`src/hdl/flk_defs.vh`:
```
// Constants for the flash lock and boot initialisation block.
// Assumes inclusion by bare name from every design file that needs them.
`ifndef FLK_DEFS_VH
`define FLK_DEFS_VH

// ----------------------------------------------------------------
// Register byte offsets
// ----------------------------------------------------------------
`define FLK_OFS_STATUS     8'h00
`define FLK_OFS_LOCK       8'h04
`define FLK_OFS_OPTION     8'h08
`define FLK_OFS_PROTECT    8'h0C
`define FLK_OFS_CMD0       8'h10
`define FLK_OFS_CMD1       8'h14
`define FLK_OFS_CMD2       8'h18
`define FLK_OFS_BLKCFG     8'h1C

// ----------------------------------------------------------------
// Status register bits
// ----------------------------------------------------------------
`define FLK_ST_DONE        7
`define FLK_ST_ACCESS_ERROR_FLAG      5

// ----------------------------------------------------------------
// Lock register fields and encodings
// ----------------------------------------------------------------
`define FLK_F_KEY          7:6
`define FLK_F_MASS         5:4
`define FLK_F_FACT         3:2
`define FLK_F_LOCK         1:0
`define FLK_LOCK_OPEN      2'h2
`define FLK_KEY_ON         2'h2
`define FLK_LOCK_RST       8'hFF

// ----------------------------------------------------------------
// Command codes
// ----------------------------------------------------------------
`define FLK_CMD_VERIFY     8'h45
`define FLK_CMD_ERASE_ALL  8'h44
`define FLK_CMD_ERASE_ALLU 8'h49
`define FLK_CMD_READ_ONES  8'h01

// ----------------------------------------------------------------
// Configuration area word addresses
// ----------------------------------------------------------------
`define FLK_CFG_KEY_LO     3'h0
`define FLK_CFG_KEY_HI     3'h1
`define FLK_CFG_PROTECT    3'h2
`define FLK_CFG_OPT_LOCK   3'h3
`define FLK_CFG_BLKCFG     3'h4
`define FLK_CFG_LAST       3'h4

`endif

```
`src/hdl/flk_top.v`:
```
// Flash lock state and reset-time initialisation with APB registers.
// Assumes a config store answering one cycle after a read enable, and a
// separate erase and program engine with start, done and abort lines.
//
// Summary of operation
// RULE1 - Load lock register from stored byte, report
// RULE2 - Lock register holds four permission fields
// RULE3 - Locked special mode allows only three commands
// RULE4 - New stored byte acts after next reset
// RULE5 - Requester unprotects config area before reprogramming
// RULE6 - Key verify runs only when permitted
// RULE7 - Matching key sets lock field unlocked
// RULE8 - Uniform zero or one keys never unlock
// RULE9 - One failed compare blocks verify until reset
// RULE10 - Unlock touches only the volatile register
// RULE11 - Reset restores lock from stored byte
// RULE12 - Key verify leaves protection settings unchanged
// RULE13 - After unlock allow config sector rewrite
// RULE14 - Reset runs load of all configuration
// RULE15 - Done flag reads clear during initialisation
// RULE16 - Stall CPU flash access during initialisation
// RULE17 - Set done flag when initialisation ends
// RULE18 - Reset aborts running command at once
// RULE19 - No command resumes after reset
// RULE20 - Requester writes code, key, clears done
// RULE21 - Access error on any verify failure
// RULE22 - Lock state output follows register directly
`timescale 1ns/1ps
`include "flk_defs.vh"

module flk_top (
   input  wire        clk_sys_i,
   input  wire        reset_i,
   input  wire        psel_i,
   input  wire        penable_i,
   input  wire        pwrite_i,
   input  wire [7:0]  paddr_i,
   input  wire [31:0] pwdata_i,
   input  wire [3:0]  pstrb_i,
   output wire [31:0] prdata_o,
   output wire        pready_o,
   output wire        pslverr_o,
   input  wire        special_mode_i,
   output wire        cfg_rd_en_o,
   output wire [2:0]  cfg_rd_addr_o,
   input  wire [31:0] cfg_rd_data_i,
   output wire        cpu_stall_o,
   output wire [7:0]  lock_info_o,
   output wire [1:0]  lock_state_o,
   output wire        cfg_sector_open_o,
   output wire [31:0] protect_o,
   output wire        eng_start_o,
   output wire [7:0]  eng_code_o,
   output wire        eng_abort_o,
   input  wire        eng_done_i,
   input  wire        eng_err_i
);

   // ----------------------------------------------------------------
   // States
   // ----------------------------------------------------------------
   localparam ST_LOAD = 2'h0;
   localparam ST_IDLE = 2'h1;
   localparam ST_EXEC = 2'h2;
   localparam ST_ENG  = 2'h3;
   localparam [7:0] LOCK_RST_VAL = `FLK_LOCK_RST;

   // ----------------------------------------------------------------
   // Storage
   // ----------------------------------------------------------------
   reg [1:0]  state_reg;
   reg [2:0]  idx_reg;
   reg        rd_pend_reg;
   reg        cfg_rd_en_reg;
   reg [2:0]  cfg_rd_addr_reg;
   reg [63:0] key_reg;
   reg [31:0] protect_reg;
   reg [7:0]  option_reg;
   reg [31:0] blkcfg_reg;
   reg [7:0]  lock_reg;
   reg [1:0]  lock_state_reg;
   reg [7:0]  lock_info_reg;
   reg        open_reg;
   reg        done_reg;
   reg        acc_err_reg;
   reg        lockout_reg;
   reg        stall_reg;
   reg [31:0] cmd0_reg;
   reg [31:0] cmd1_reg;
   reg [31:0] cmd2_reg;
   reg        eng_start_reg;
   reg [7:0]  eng_code_reg;
   reg        eng_abort_reg;
   reg [31:0] prdata_reg;
   reg        pready_reg;
   reg        pslverr_reg;
   reg [31:0] rd_next;
   reg        bad_next;

   wire       key_match;
   wire       key_invalid;

   // ----------------------------------------------------------------
   // Helpers
   // ----------------------------------------------------------------
   function lock_open;
      input [1:0] f;
      begin
         lock_open = (f == `FLK_LOCK_OPEN);
      end
   endfunction

   function cmd_permitted;
      input [7:0] code;
      input       locked;
      input       special;
      begin
         if (!locked || !special) begin
            cmd_permitted = 1'b1;
         end else begin
            cmd_permitted = (code == `FLK_CMD_ERASE_ALL) ||
                            (code == `FLK_CMD_ERASE_ALLU) ||
                            (code == `FLK_CMD_READ_ONES);
         end
      end
   endfunction

   function [31:0] strb_merge;
      input [31:0] old;
      input [31:0] wd;
      input [3:0]  st;
      integer      i;
      begin
         strb_merge = old;
         for (i = 0; i < 4; i = i + 1) begin
            if (st[i]) begin
               strb_merge[i*8 +: 8] = wd[i*8 +: 8];
            end
         end
      end
   endfunction

   // ----------------------------------------------------------------
   // Key comparison
   // ----------------------------------------------------------------
   flk_key_cmp u_key_cmp (
      .stored_key_i (key_reg),
      .given_key_i  ({cmd1_reg, cmd2_reg}),
      .match_o      (key_match),
      .invalid_o    (key_invalid)
   );

   // ----------------------------------------------------------------
   // APB decode
   // ----------------------------------------------------------------
   wire apb_setup = psel_i & penable_i & ~pready_reg;
   wire apb_wr    = psel_i & penable_i & pready_reg & pwrite_i & ~pslverr_reg;
   wire wr_status = apb_wr & (paddr_i == `FLK_OFS_STATUS) & pstrb_i[0];
   wire wr_cmd    = apb_wr & done_reg & (state_reg == ST_IDLE);
   wire launch    = wr_status & pwdata_i[`FLK_ST_DONE] & done_reg & (state_reg == ST_IDLE);
   wire err_clear = wr_status & pwdata_i[`FLK_ST_ACCESS_ERROR_FLAG];

   always @* begin
      rd_next  = 32'h00000000;
      bad_next = 1'b0;
      if (paddr_i == `FLK_OFS_STATUS) begin
         rd_next[`FLK_ST_DONE]   = done_reg; // see RULE15
         rd_next[`FLK_ST_ACCESS_ERROR_FLAG] = acc_err_reg;
      end else if (paddr_i == `FLK_OFS_LOCK) begin
         rd_next[7:0] = lock_reg; // see RULE2
      end else if (paddr_i == `FLK_OFS_OPTION) begin
         rd_next[7:0] = option_reg;
      end else if (paddr_i == `FLK_OFS_PROTECT) begin
         rd_next = protect_reg;
      end else if (paddr_i == `FLK_OFS_CMD0) begin
         rd_next = cmd0_reg;
      end else if (paddr_i == `FLK_OFS_CMD1) begin
         rd_next = cmd1_reg;
      end else if (paddr_i == `FLK_OFS_CMD2) begin
         rd_next = cmd2_reg;
      end else if (paddr_i == `FLK_OFS_BLKCFG) begin
         rd_next = blkcfg_reg;
      end else begin
         bad_next = 1'b1;
      end
   end

   // ----------------------------------------------------------------
   // APB response
   // ----------------------------------------------------------------
   always @(posedge clk_sys_i) begin
      if (reset_i) begin
         pready_reg  <= 1'b0;
         pslverr_reg <= 1'b0;
         prdata_reg  <= 32'h00000000;
      end else begin
         pready_reg <= apb_setup;
         if (apb_setup) begin
            prdata_reg  <= pwrite_i ? 32'h00000000 : rd_next;
            pslverr_reg <= bad_next;
         end else begin
            pslverr_reg <= 1'b0;
         end
      end
   end

   // ----------------------------------------------------------------
   // Command object registers
   // ----------------------------------------------------------------
   always @(posedge clk_sys_i) begin
      if (reset_i) begin
         cmd0_reg <= 32'h00000000;
         cmd1_reg <= 32'h00000000;
         cmd2_reg <= 32'h00000000;
      end else if (wr_cmd) begin
         if (paddr_i == `FLK_OFS_CMD0) begin
            cmd0_reg <= strb_merge(cmd0_reg, pwdata_i, pstrb_i); // see RULE20
         end else if (paddr_i == `FLK_OFS_CMD1) begin
            cmd1_reg <= strb_merge(cmd1_reg, pwdata_i, pstrb_i); // see RULE20
         end else if (paddr_i == `FLK_OFS_CMD2) begin
            cmd2_reg <= strb_merge(cmd2_reg, pwdata_i, pstrb_i); // see RULE20
         end
      end
   end

   // ----------------------------------------------------------------
   // Initialisation and command control
   // ----------------------------------------------------------------
   always @(posedge clk_sys_i) begin
      if (reset_i) begin
         state_reg       <= ST_LOAD;    // see RULE14
         idx_reg         <= 3'h0;
         rd_pend_reg     <= 1'b0;
         cfg_rd_en_reg   <= 1'b0;
         cfg_rd_addr_reg <= 3'h0;
         key_reg         <= 64'h0000000000000000;
         protect_reg     <= 32'h00000000;
         option_reg      <= 8'h00;
         blkcfg_reg      <= 32'h00000000;
         lock_reg        <= `FLK_LOCK_RST;       // see RULE11
         lock_state_reg  <= LOCK_RST_VAL[1:0];
         lock_info_reg   <= `FLK_LOCK_RST;
         open_reg        <= 1'b0;
         done_reg        <= 1'b0;       // see RULE15
         acc_err_reg     <= 1'b0;
         lockout_reg     <= 1'b0;       // see RULE9
         stall_reg       <= 1'b1;       // see RULE16
         eng_start_reg   <= 1'b0;       // see RULE19
         eng_code_reg    <= 8'h00;
         eng_abort_reg   <= 1'b1;       // see RULE18
      end else begin
         eng_abort_reg <= 1'b0;
         eng_start_reg <= 1'b0;         // see RULE19
         if (err_clear) begin
            acc_err_reg <= 1'b0;
         end
         if (launch) begin
            done_reg  <= 1'b0;
            state_reg <= ST_EXEC;
         end
         case (state_reg)
            ST_LOAD: begin
               if (!rd_pend_reg) begin
                  cfg_rd_en_reg   <= 1'b1;
                  cfg_rd_addr_reg <= idx_reg;
                  rd_pend_reg     <= 1'b1;
               end else if (cfg_rd_en_reg) begin
                  cfg_rd_en_reg <= 1'b0;
               end else begin
                  rd_pend_reg <= 1'b0;
                  if (idx_reg == `FLK_CFG_KEY_LO) begin
                     key_reg[63:32] <= cfg_rd_data_i;
                  end else if (idx_reg == `FLK_CFG_KEY_HI) begin
                     key_reg[31:0] <= cfg_rd_data_i;
                  end else if (idx_reg == `FLK_CFG_PROTECT) begin
                     protect_reg <= cfg_rd_data_i;             // see RULE14
                  end else if (idx_reg == `FLK_CFG_OPT_LOCK) begin
                     option_reg     <= cfg_rd_data_i[15:8];    // see RULE14
                     lock_reg       <= cfg_rd_data_i[7:0];     // see RULE1
                     lock_state_reg <= cfg_rd_data_i[1:0];     // see RULE22
                     lock_info_reg  <= cfg_rd_data_i[7:0];     // see RULE1
                     open_reg       <= lock_open(cfg_rd_data_i[1:0]);
                  end else begin
                     blkcfg_reg <= cfg_rd_data_i;              // see RULE14
                  end
                  if (idx_reg == `FLK_CFG_LAST) begin
                     state_reg <= ST_IDLE;
                     done_reg  <= 1'b1;                        // see RULE17
                     stall_reg <= 1'b0;                        // see RULE16
                  end else begin
                     idx_reg <= idx_reg + 3'h1;
                  end
               end
            end
            ST_IDLE: begin
               // Stored byte is only read during load; see RULE4
            end
            ST_EXEC: begin
               state_reg <= ST_IDLE;
               done_reg  <= 1'b1;
               if (!cmd_permitted(cmd0_reg[7:0], ~lock_open(lock_reg[`FLK_F_LOCK]),
                                  special_mode_i)) begin
                  acc_err_reg <= 1'b1;                         // see RULE3
               end else if (cmd0_reg[7:0] == `FLK_CMD_VERIFY) begin
                  if (lock_reg[`FLK_F_KEY] != `FLK_KEY_ON) begin
                     acc_err_reg <= 1'b1;                      // see RULE6
                  end else if (lockout_reg) begin
                     acc_err_reg <= 1'b1;                      // see RULE9
                  end else if (!key_match) begin
                     acc_err_reg <= 1'b1;                      // see RULE21
                     lockout_reg <= 1'b1;                      // see RULE9
                  end else begin
                     // Volatile copy only; protection untouched, see RULE10 and RULE12
                     lock_reg[`FLK_F_LOCK] <= `FLK_LOCK_OPEN;  // see RULE7
                     lock_state_reg        <= `FLK_LOCK_OPEN;  // see RULE22
                     lock_info_reg         <= {lock_reg[7:2], `FLK_LOCK_OPEN};
                     open_reg              <= 1'b1;            // see RULE13
                  end
               end else begin
                  done_reg      <= 1'b0;
                  eng_start_reg <= 1'b1;
                  eng_code_reg  <= cmd0_reg[7:0];
                  state_reg     <= ST_ENG;
               end
            end
            ST_ENG: begin
               if (eng_done_i) begin
                  done_reg  <= 1'b1;
                  state_reg <= ST_IDLE;
                  if (eng_err_i) begin
                     acc_err_reg <= 1'b1;
                  end
               end
            end
            default: begin
               state_reg <= ST_IDLE;
            end
         endcase
      end
   end

   // ----------------------------------------------------------------
   // Outputs
   // ----------------------------------------------------------------
   assign prdata_o          = prdata_reg;
   assign pready_o          = pready_reg;
   assign pslverr_o         = pslverr_reg;
   assign cfg_rd_en_o       = cfg_rd_en_reg;
   assign cfg_rd_addr_o     = cfg_rd_addr_reg;
   assign cpu_stall_o       = stall_reg;
   assign lock_info_o       = lock_info_reg;
   assign lock_state_o      = lock_state_reg;
   assign cfg_sector_open_o = open_reg;
   assign protect_o         = protect_reg;   // see RULE12
   assign eng_start_o       = eng_start_reg;
   assign eng_code_o        = eng_code_reg;
   assign eng_abort_o       = eng_abort_reg;

endmodule // flk_top

```
`src/hdl/flk_key_cmp.v`:
```
// Backdoor key comparator: presented key against stored key.
// Assumes both keys are stable while the result is used.
`timescale 1ns/1ps

module flk_key_cmp (
   input  wire [63:0] stored_key_i,
   input  wire [63:0] given_key_i,
   output wire        match_o,
   output wire        invalid_o
);

   // ----------------------------------------------------------------
   // All-zero or all-one test
   // ----------------------------------------------------------------
   function uniform;
      input [63:0] k;
      begin
         uniform = (k == 64'h0000000000000000) || (k == 64'hFFFFFFFFFFFFFFFF);
      end
   endfunction

   assign invalid_o = uniform(stored_key_i) | uniform(given_key_i); // see RULE8
   assign match_o   = (stored_key_i == given_key_i) & ~invalid_o;   // see RULE8

endmodule // flk_key_cmp

```
`config.mk`:
```
export PLATFORM = sky130hd
export DESIGN_NAME = flk_top
export DESIGN_NICKNAME = d
export VERILOG_FILES = /design/src/hdl/flk_top.v /design/src/hdl/flk_key_cmp.v
export VERILOG_INCLUDE_DIRS = /design/src /design/src/hdl
export SDC_FILE = /design/constraint.sdc
export NUM_CORES = 1
export LEC_CHECK = 0
export BUFFER_PORTS_ARGS = -buffer_cell sky130_fd_sc_hd__buf_2
export CAP_MARGIN = 20
export CORE_MARGIN = 2
export CORE_UTILIZATION = 50
export CTS_CLUSTER_SIZE = 10
export DETAILED_ROUTE_END_ITERATION = 12
export PLACE_DENSITY = 0.7
export SETUP_SLACK_MARGIN = 0.1
export SYNTH_ARGS = -nofsm -noshare
export SYNTH_HDL_FRONTEND = slang
export SYNTH_HIERARCHICAL = 1
export SYNTH_SLANG_ARGS = --single-unit
```
`constraint.sdc`:
```
create_clock -name clk_sys_i -period 2.4 [get_ports clk_sys_i]
set_input_delay 0.12 -clock clk_sys_i [delete_from_list [all_inputs] [get_ports clk_sys_i]]
set_output_delay 0.12 -clock clk_sys_i [all_outputs]
set_load 0.05 [all_outputs]
```
==> flow_summary_export.csv, run 1 <==
group,metric,value,unit
routing,drt-initial-drc-count,1408,
clocking,numCtsBuffers,37,
worst_hold_path,hold_end,"cmd1_reg[7]$_SDFFE_PP0P_",
timing,post-route-min-period,2340,ps
timing,tightestPinTransition,644,ps
layout,finalNetCount,2003,
pwr,power_density,621,mW/mm²
timing,timing_max_transition_violations_final,0,
pwr,power,11500,µW
routing,viasPerCell,5.98,
global_route,grt_pass1_wl,80.6,mm
global_route,all_layer_global_routing_usage,35.0,%
worst_setup_path,critical-path-top-delay-family,"simple AND/OR/NAND/NOR gates",
worst_hold_path,hold-path-cell-count,3,
routing,antenna_violating_nets_post_route,0,
worst_setup_path,critPathRequiredTime,2810,ps
clocking,clock_sink_count,305,
layout,n_fill_cell,2331,
global_route,grt_max_degree,107,
place,place.detailed.instances,2190,
worst_setup_path,r2r-start,"cmd1_reg[12]$_SDFFE_PP0P_",
clocking,cts.reportedPaths.clkPinSlew,60,ps
layout,drive_above_1_share,27.3,%
worst_setup_path,critical_path.max_fanout,4,
timing,finalClockSkew,17.8,ps
global_route,first_global_vias,12980,
place,post-dp-hpwl,38.6,mm
place,gp_congestion,0.967,
worst_setup_path,setup.worst_path.end_class,"flip-flop",
clocking,ctsLongestPathBuffers,3,
global_route,antenna_found_initial,1,
logic_synthesis,dominantRegCellSynth,"dfxtp_1",
routing,vias,13761,
routing,route.final.wire_length,53.9,mm
timing,hold_violations_final,0,
layout,final_util,66.0,%
worst_setup_path,worstSetupStartpointType,"flip-flop",
floorplan,fp.coreArea,0.0280,mm²
clocking,cts_max_level,2,
floorplan,floorplan.initialDensity,51.1,%
timing,achievable-frequency,428,MHz
logic_synthesis,count_of_mapped_cells_out_of_synthesis,1589,
timing,rsz0062_at_grt,"true",
timing,slew-limit-headroom,57.1,%
floorplan,die_area,0.0300,mm²
logic_synthesis,synthTopCellsByArea,"dfxtp_1, mux2i_1, nand2_1",
floorplan,std_cell_rows,61,
worst_setup_path,worst_stage_delay_on_the_critical_path,370,ps
clocking,tritoncts_clock_tree,"built",
floorplan,die_x,173,µm
logic_synthesis,yosys_warnings,6,
worst_setup_path,worstSetupPathType,"reg2reg",
worst_setup_path,worst_r2r_path_depth,10,
layout,antenna_cells_inserted,0,
timing,setup_total_negative_slack,0,ps
pwr,reported_leakage_power,0.00741,µW
worst_hold_path,hold_path_startpoint,"pwdata_i[7]",
logic_synthesis,synth_seq_area_share,42.7,%
floorplan,floorplan.io_pins,176,
logic_synthesis,synthDistinctLibCells,67,
routing,detail_route.wl_per_cell,23.4,µm
logic_synthesis,syn_nets,1678,
logic_synthesis,yosys-top-cells-count,"nand2_1, dfxtp_1, nand2b_1, a21oi_1, mux2i_1",
layout,largest_register_ff_count,64,
floorplan,die_height,173,µm
worst_setup_path,startpoint,"cmd1_reg[12]$_SDFFE_PP0P_",
layout,stdcell_count,2302,
run,max_cap_violations,0,
worst_setup_path,critPathArrivalTime,2750,ps
worst_setup_path,cp.buffers_inverters,2,
worst_setup_path,path_cells,"xnor2_2 -> nand4_1 -> nor4_1 -> buf_4 -> nand4_1 -> nor2_4 -> inv_2 -> o21ai_2 -> nand2_2 -> a221o_1",
clocking,cts.root.buffer_cell,"clkbuf_16",
pwr,ir_drop,0.566,mV
routing,drc,0,
global_route,grt_overflow,0,
routing,detail_route.first_pass.iterations,5,
worst_setup_path,terminus_of_the_critical_flop_to_flop_path,"lock_state_o[0]$_SDFFE_PP1P_",
worst_setup_path,crit_path_frequent_cell,"nand4_1",
logic_synthesis,edff_count_synth,0,
worst_hold_path,hold_crit_class,"in2reg",
place,postPlaceCellArea,0.0165,mm²
logic_synthesis,synth.largest_area_cell,"dfxtp_1",
logic_synthesis,postSynth.asyncResetShare,0,%
clocking,clock_insertion_delay_worst_skew,520,ps
layout,post-route-cell-area,0.0185,mm²
place,port-buffer-count,175,
worst_setup_path,reg2reg_setup_slack,60,ps
logic_synthesis,total_of_flip_flops_plus_latches_after_synthesis,305,
logic_synthesis,post_synth.cell_area_avg,9.01,µm²
logic_synthesis,synth.top_cell.area_share,42.7,%
timing,setup_viol_count_final,0,
logic_synthesis,synthMostInstantiatedCell,"nand2_1",
run_status,run_status,"completed",
timing,timing.final.crit_share,97.4,%
layout,areaGrowthSynthToFinish,29.2,%
worst_setup_path,cpMaxStageDelayCell,"dfxtp_2",
logic_synthesis,syn-cell-area,0.0143,mm²
-- cells by family (layout without fill, tap and decap cells) --
| family | count (synthesis) | in the layout | synth area share, % |
|---|---|---|---|
| and+or+nand+nor | 688 | 688 | 24.6 |
| xor gates and xnor gates | 66 | 66 | 4.04 |
| DFF | 305 | 305 | 42.7 |
| AOI/OAI and AO/OA | 262 | 262 | 11.8 |
| buffers and inverters | 115 | 450 | 3.72 |
| adders and majority gates | 5 | 5 | 0.437 |
| muxes | 148 | 148 | 12.7 |
-- layout make-up --
cell class,count,area [µm²],area share [%]
well taps,378,473,2.56
clock inverters,3,43.8,0.237
repair buffers,389,2810,15.2
flip-flops and latches,305,6140,33.2
clock buffers,46,1010,5.47
inverters,12,45.0,0.244
multi-input cells,1169,7970,43.1
-- worst min-delay path: cells and delay by family --
| kind | cells | cell delay, ps |
|---|---|---|
| AND/OR/NAND/NOR | 1 | 150 |
| multiplexers | 1 | 90 |
| buffers and inverters | 1 | 120 |
-- power by group --
part           total, µW  switching, µW  internal, µW  leakage, µW
combinational       1150            685           461      0.00442
clock               5110           2080          3030     0.000517
sequential          5230           83.9          5140      0.00247
total              11500           2840          8640      0.00741
-- metal layers --
metal	track usage [%]	share of wire, %	wire [µm]
met1	52.0	45	24200
met2	53.6	44	23500
met3	4.55	8.7	4700
met4	8.83	2.8	1530
met5	0	0	0
-- what timing repair did --
action,4_1_cts,5_1_grt
resized for setup,51,24
buffers inserted,1,3
pin swaps,13,13
endpoints found under the hold margin,209,0
endpoints found under the setup margin,13,11
hold buffers,59,0
-- worst max path at each step --
stage,to,depth (start not counted)
floorplan,lock_state_o[0]$_SDFFE_PP1P_,9
global placement,lock_state_o[0]$_SDFFE_PP1P_,10
detailed placement,lock_state_o[0]$_SDFFE_PP1P_,10
CTS,lock_state_o[0]$_SDFFE_PP1P_,10
global route,lock_state_o[0]$_SDFFE_PP1P_,10
finish,lock_state_o[0]$_SDFFE_PP1P_,10
-- per-stage QoR --
| step | hold slack (ps) | worst slack [ps] |
|---|---|---|
| final | 2.57 | 62.6 |
| after global routing | 21.1 | 13.3 |
| after CTS | 1.58 | 103 |
| after detailed placement | 439 | -388 |
| after global placement | 432 | -365 |
| after floorplan | 148 | 372 |
-- layout by cell type (no fill, tap or decap), types with 5 or more instances in the layout --
master         netlist  final
mux4_2              27     27
inv_1               11     10
a22o_1              23     23
nand3b_1             7      7
nor2b_1             12     12
and2_1               7      7
buf_2               26    174
a211oi_1             7      7
a21oi_2             30     32
nand2b_1           143    143
o21ai_0             10      9
nor2_1              53     51
mux2i_1            117    117
nand4_1             62     62
dfxtp_2              0     22
ha_1                 5      5
nor3_1               7      6
clkbuf_16            0     39
xnor2_2              0      7
nor4_4               1      7
buf_12               0     13
nor4_1              45     22
o21ai_1              9      9
nor4_2               3     20
nand2_2             10     10
a21oi_1            130    128
a22oi_1             20     20
o2bb2ai_1            5      5
clkbuf_1            62      6
buf_4                6    139
xnor2_1             66     59
nand2_1            311    311
dlygate4sd3_1        0     59
dfxtp_1            305    282
Note: power is estimated with default switching activity, not from simulation.
==> run 2, diff against run 1 <==
--- a/config.mk
+++ b/config.mk
@@ -6,6 +6,7 @@
 export SDC_FILE = /design/constraint.sdc
 export NUM_CORES = 1
 export LEC_CHECK = 0
+export ABC_AREA = 1
 export BUFFER_PORTS_ARGS = -buffer_cell sky130_fd_sc_hd__buf_2
 export CAP_MARGIN = 20
 export CORE_MARGIN = 2
@@ -13,8 +14,7 @@
 export CTS_CLUSTER_SIZE = 10
 export DETAILED_ROUTE_END_ITERATION = 12
 export PLACE_DENSITY = 0.7
-export SETUP_SLACK_MARGIN = 0.1
+export SETUP_SLACK_MARGIN = 0.5
 export SYNTH_ARGS = -nofsm -noshare
 export SYNTH_HDL_FRONTEND = slang
-export SYNTH_HIERARCHICAL = 1
 export SYNTH_SLANG_ARGS = --single-unit
==> run 2 against run 1 <==
Effect of this change: clock skew fell by 2.6 ps; die area down 1.7%; clock-buffer cell count shrank 1; first-iteration DRC count increased by 34%; critical endpoint is now lock_info_o[5]$_SDFFE_PP1P_; synthesized cell count is 28% higher.
==> flow_summary_export.csv, run 2 <==
group,metric,value,unit
run_status,run_status,"completed",
global_route,antenna_found_initial,2,
pwr,power_density,648,mW/mm²
clocking,ctsLongestPathBuffers,3,
layout,antenna_cells_inserted,0,
pwr,ir_drop,0.470,mV
logic_synthesis,syn-cell-area,0.0141,mm²
layout,layout.cells.most_common_list,"nand2_1, nor2_1, dfxtp_1",
logic_synthesis,yosys-top-cells-count,"nand2_1, dfxtp_1, nor2_1, o21ai_0, a21oi_1",
pwr,reported_leakage_power,0.00751,µW
timing,rsz0062_at_grt,"true",
logic_synthesis,synth_seq_area_share,43.4,%
worst_setup_path,critical_path.max_fanout,5,
logic_synthesis,count_of_mapped_cells_out_of_synthesis,2033,
global_route,all_layer_global_routing_usage,36.9,%
floorplan,die_height,172,µm
place,port-buffer-count,175,
routing,detail_route.first_pass.iterations,5,
worst_hold_path,hold_crit_class,"in2reg",
layout,largest_register_ff_count,64,
worst_setup_path,critPathRequiredTime,2800,ps
global_route,grt_overflow,0,
layout,post-route-cell-area,0.0179,mm²
worst_setup_path,worstSetupStartpointType,"flip-flop",
timing,finalClockSkew,15.2,ps
floorplan,std_cell_rows,61,
clocking,cts_max_level,2,
clocking,tritoncts_clock_tree,"built",
logic_synthesis,synthMostInstantiatedCell,"nand2_1",
layout,final_util,64.8,%
routing,vias,15311,
global_route,grt_pass1_wl,81.9,mm
timing,achievable-frequency,514,MHz
clocking,clock_sink_count,305,
floorplan,die_area,0.0295,mm²
logic_synthesis,edff_count_synth,0,
layout,n_fill_cell,2467,
global_route,grt_max_degree,64,
routing,route.final.wire_length,55.7,mm
logic_synthesis,dominantRegCellSynth,"dfxtp_1",
logic_synthesis,synthTopCellsByArea,"dfxtp_1, nand2_1, o21ai_0",
logic_synthesis,syn_nets,2122,
timing,timing.final.crit_share,81.0,%
run,max_cap_violations,0,
timing,setup_total_negative_slack,0,ps
timing,fin_hold_ws,114,ps
timing,tightestPinTransition,788,ps
worst_setup_path,critPathArrivalTime,2340,ps
place,gp_congestion,1.09,
timing,slew-limit-headroom,47.5,%
routing,viasPerCell,5.73,
timing,setup_viol_count_final,0,
place,post-dp-hpwl,40.3,mm
clocking,clock_insertion_delay_worst_skew,520,ps
worst_setup_path,worstSetupPathType,"reg2reg",
routing,drc,0,
logic_synthesis,yosys_warnings,0,
timing,timing_max_transition_violations_final,0,
floorplan,floorplan.io_pins,176,
logic_synthesis,postSynth.asyncResetShare,0,%
global_route,first_global_vias,13633,
routing,drt-initial-drc-count,1889,
logic_synthesis,total_of_flip_flops_plus_latches_after_synthesis,305,
floorplan,fp.coreArea,0.0277,mm²
layout,areaGrowthSynthToFinish,27.6,%
logic_synthesis,synth.largest_area_cell,"dfxtp_1",
clocking,cts.root.buffer_cell,"clkbuf_16",
clocking,cts.reportedPaths.clkPinSlew,60,ps
logic_synthesis,post_synth.cell_area_avg,6.92,µm²
place,detailedPlace.worstSlack,190,ps
layout,finalNetCount,2374,
routing,antenna_violating_nets_post_route,0,
layout,layout.cells.most_common,"nand2_1",
worst_setup_path,setup.worst_path.end_class,"flip-flop",
timing,post-route-min-period,1940,ps
floorplan,die_x,172,µm
logic_synthesis,synthDistinctLibCells,37,
timing,hold_violations_final,0,
clocking,numCtsBuffers,37,
layout,drive_above_1_share,23.3,%
timing,post-route-worst-setup-slack,456,ps
routing,detail_route.wl_per_cell,20.9,µm
floorplan,floorplan.initialDensity,50.8,%
logic_synthesis,synth.top_cell.area_share,43.4,%
place,postPlaceCellArea,0.0153,mm²
-- run 2: cell types whose count changed after synthesis, sizes merged, moves of 30 or more --
cell | before | now
a21oi | 160 | 227
xnor2 | 66 | 26
inv | 11 | 219
nor2 | 54 | 312
nor4 | 49 | 1
nand2 | 322 | 363
o21ai | 19 | 253
mux2i | 117 | 0
o211ai | 3 | 33
nand3 | 2 | 72
nand2b | 143 | 0
-- run 2: worst paths after layout --
| check | slack, ps | end | from | cells after the start |
|---|---|---|---|---|
| max reg2reg | 460 | lock_info_o[5]$_SDFFE_PP1P_ | cmd1_reg[25]$_SDFFE_PP0P_ | 14 |
| min reg2reg | 440 | cpu_stall_o$_SDFFE_PP1P_ | cpu_stall_o$_SDFFE_PP1P_ | 2 |
| max | 460 | lock_info_o[5]$_SDFFE_PP1P_ | cmd1_reg[25]$_SDFFE_PP0P_ | 14 |
| min | 110 | cmd1_reg[22]$_SDFFE_PP0P_ | pstrb_i[2] | 5 |
-- run 2: cell families after synthesis --
kind of cell,count (synthesis),share of synthesized area [%]
AO/OA/AOI/OAI,564,21.6
adder cells (fa/ha/maj),5,0.445
flip-flops,305,43.4
AND/OR/NAND/NOR,807,23.7
XOR/XNOR,28,1.74
buffers and inverters,324,9.14
-- run 2: critical path, cell delays in order (launching register included) --
cell     delay, ps
dfxtp_2        360
inv_1           80
nand2_1         70
nand2_2        100
nand2_1         70
nor2_2         150
nand2_1         70
nor2_1          90
nand2_1         60
nor2_1         110
nand3_2        220
nand2_4        210
nand2_8         90
nand2_4         80
nand3_2         70
-- run 2: layout make-up --
type                            instances  area (µm²)  share of cell area [%]
Timing Repair Buffer                  312        2190                    12.2
Timing Repair inverter                  1        7.51                  0.0418
Clock buffer                           45         977                    5.45
Multi-Input combinational cell       1406        7160                    39.9
Sequential cell                       305        6230                    34.7
Tap cell                              378         473                    2.64
Inverter                              222         868                    4.84
Clock inverter                          3        45.0                   0.251
-- run 2: through the flow --
step / instances / power, µW
after global placement: 2521 / 6510
after floorplan: 2033 / 6050
after detailed placement: 2521 / 6510
after CTS: 2644 / 11500
final: 2672 / 11600
after global routing: 2672 / 12000
-- run 2: per-layer routing --
metal | vias up | routed length [µm] | track usage (%)
met5 | - | 0 | 0
met4 | 0 | 1720 | 11.1
met3 | 124 | 6030 | 7.02
met2 | 857 | 24000 | 55.1
met1 | 7131 | 24000 | 53.8
li1 | 7199 | - | -
-- run 2: report_power, final --
part           switching (µW)  internal [µW]  total, µW
Clock                    2120           2860       4980
Sequential                120           5190       5310
Combinational             871            465       1340
-- run 2: repair_timing --
item / CTS / global route
resized for setup: 42 / 255
endpoints found under the hold margin: 180 / 0
buffers inserted: 5 / 27
gates cloned: 2 / 1
hold buffers: 68 / 0
setup endpoints to repair: 186 / 196
pin swaps: 2 / 43
==> run 3, diff against run 2 <==
--- a/config.mk
+++ b/config.mk
@@ -13,7 +13,7 @@
 export CORE_UTILIZATION = 50
 export CTS_CLUSTER_SIZE = 10
 export DETAILED_ROUTE_END_ITERATION = 12
-export PLACE_DENSITY = 0.7
+export PLACE_DENSITY = 0.73
 export SETUP_SLACK_MARGIN = 0.5
 export SYNTH_ARGS = -nofsm -noshare
 export SYNTH_HDL_FRONTEND = slang
==> constraint.sdc (replaced) <==
create_clock -name clk_sys_i -period 1.58 [get_ports clk_sys_i]
set_input_delay 0.079 -clock clk_sys_i [delete_from_list [all_inputs] [get_ports clk_sys_i]]
set_output_delay 0.079 -clock clk_sys_i [all_outputs]
set_load 0.05 [all_outputs]
==> run 3 against run 2 <==
Effect of this change: the run now ends with negative setup slack left; global-route usage increased by 6.4 points; core utilization grew 18 points; clock skew fell by 3.7 ps; combinational power increased to 2.5 times the previous value; hold slack worse by 48 ps; largest power group unchanged.
==> flow_summary_export.csv, run 3 (synthesis gave the netlist of run 2 again) <==
group,metric,value,unit
worst_setup_path,worstSetupPathType,"reg2reg",
floorplan,floorplan.io_pins,176,
pwr,ir_drop,0.817,mV
layout,n_fill_cell,1612,
clocking,cts.root.buffer_cell,"clkbuf_16",
pwr,power_density,837,mW/mm²
global_route,grt_pass1_wl,96.0,mm
routing,vias,18256,
worst_setup_path,worstSetupStartpointType,"flip-flop",
clocking,clock_sink_count,305,
worst_setup_path,setup.worst_path.end_class,"flip-flop",
layout,areaGrowthSynthToFinish,62.5,%
worst_hold_path,hold_crit_class,"in2reg",
global_route,grt_overflow,0,
layout,layout.cells.most_common,"nand2_1",
floorplan,die_height,172,µm
clocking,tritoncts_clock_tree,"built",
place,post-dp-hpwl,43.2,mm
clocking,cts_max_level,2,
global_route,grt_max_degree,53,
clocking,numCtsBuffers,37,
worst_setup_path,critical_path.max_fanout,6,
routing,antenna_violating_nets_post_route,0,
layout,finalNetCount,2675,
run,max_cap_violations,0,
global_route,first_global_vias,16415,
layout,post-route-cell-area,0.0229,mm²
layout,largest_register_ff_count,64,
routing,detail_route.first_pass.iterations,9,
clocking,cts.reportedPaths.clkPinSlew,60,ps
timing,timing_max_transition_violations_final,0,
layout,drive_above_1_share,44.1,%
place,gp_congestion,1.04,
place,place.detailed.instances,2754,
run_status,run_status,"finished, violations left",
timing,post-route-worst-setup-slack,-379,ps
routing,viasPerCell,6.13,
floorplan,std_cell_rows,61,
worst_setup_path,critPathRequiredTime,1980,ps
timing,post-route-min-period,1960,ps
worst_setup_path,critPathArrivalTime,2360,ps
global_route,antenna_found_initial,2,
place,postPlaceCellArea,0.0175,mm²
floorplan,floorplan.initialDensity,50.8,%
place,port-buffer-count,175,
timing,timing.final.crit_share,124,%
timing,finalClockSkew,11.5,ps
global_route,met3_usage,11.4,%
global_route,all_layer_global_routing_usage,43.3,%
routing,drt-initial-drc-count,2530,
run_status,violations,"negative setup slack",
layout,layout.cells.most_common_list,"nand2_1, buf_4, nor2_1",
layout,stdcell_count,2977,
timing,tightestPinTransition,607,ps
global_route,grt_use_met2,66.0,%
clocking,clock_insertion_delay_worst_skew,520,ps
timing,fin_hold_ws,66.0,ps
global_route,global_route.peak_usage_layer,"met2",
timing,setup_viol_count_final,245,
timing,hold_violations_final,0,
global_route,groute.layer.met1.usage,57.6,%
routing,detail_route.wl_per_cell,24.1,µm
pwr,reported_leakage_power,0.00951,µW
routing,route.final.wire_length,71.8,mm
timing,slew-limit-headroom,59.4,%
clocking,ctsLongestPathBuffers,3,
floorplan,die_x,172,µm
timing,rsz0062_at_grt,"true",
routing,drc,0,
floorplan,die_area,0.0295,mm²
floorplan,fp.coreArea,0.0277,mm²
pwr,power,19100,µW
timing,achievable-frequency,510,MHz
run 3: layout make-up:
cell class	instances	area, µm²	area share, %
Tap cell	378	473	2.07
Clock inverter	3	22.5	0.0985
Sequential cell	305	6220	27.2
Timing Repair Buffer	604	5400	23.6
Inverter	222	967	4.23
Timing Repair inverter	10	88.8	0.389
Antenna cell	2	5.00	0.0219
Multi-Input combinational cell	1406	8680	38.0
Clock buffer	47	993	4.35
run 3: worst max-delay path: stages, from the launching register on:
cell and delay [ps]:
dfxtp_1 480, nand4_1 150, nor2_1 210, nand2_1 90, nor2_1 110, nand2_1 60
nand2_1 60, nor2_1 40, nand3_1 100, buf_6 160, nand2_8 80, buf_8 160
nand3_2 70, nand3_2 70
run 3: stage by stage:
stage | TNS (ps) | util (%) | setup slack, ps
global route | -46130 | 82.5 | -517
CTS | -13830 | 76.6 | -245
floorplan | -243 | - | -28.0
detailed placement | -28150 | 63.3 | -471
global placement | -23340 | 63.3 | -404
finish | -31200 | 82.5 | -379
run 3: worst paths after layout:
kind	start	to	slack, ps	depth (start not counted)
max	key_reg[39]$_SDFFE_PP0P_	lock_info_o[7]$_SDFFE_PP1P_	-380	13
min	cfg_rd_data_i[0]	key_reg[0]$_SDFFE_PP0P_	70	3
max reg2reg	key_reg[39]$_SDFFE_PP0P_	lock_info_o[7]$_SDFFE_PP1P_	-380	13
min reg2reg	eng_code_o[1]$_SDFFE_PP0P_	eng_code_o[1]$_SDFFE_PP0P_	460	2
run 3: routing by layer:
layer  up-vias  share of wire, %
li1       7840                 -
met1      8386                36
met3       485                14
met2      1543                42
met5         -             0.015
met4         2               7.9
run 3: power breakdown:
group	leakage [µW]	internal, µW	switching (µW)	total, µW
logic	0.00651	1370	1980	3350
clock network	0.000499	4370	3320	7690
registers	0.00250	7890	197	8090
total	0.00951	13600	5490	19100
run 3: timing repair:
| item | CTS | global route |
|---|---|---|
| setup endpoints to repair | 396 | 396 |
| gates cloned | 27 | 8 |
| pin swaps | 100 | 121 |
| setup buffers | 39 | 31 |
| hold endpoints to repair | 220 | 0 |
| hold buffers | 66 | 0 |
| resized for setup | 384 | 348 |
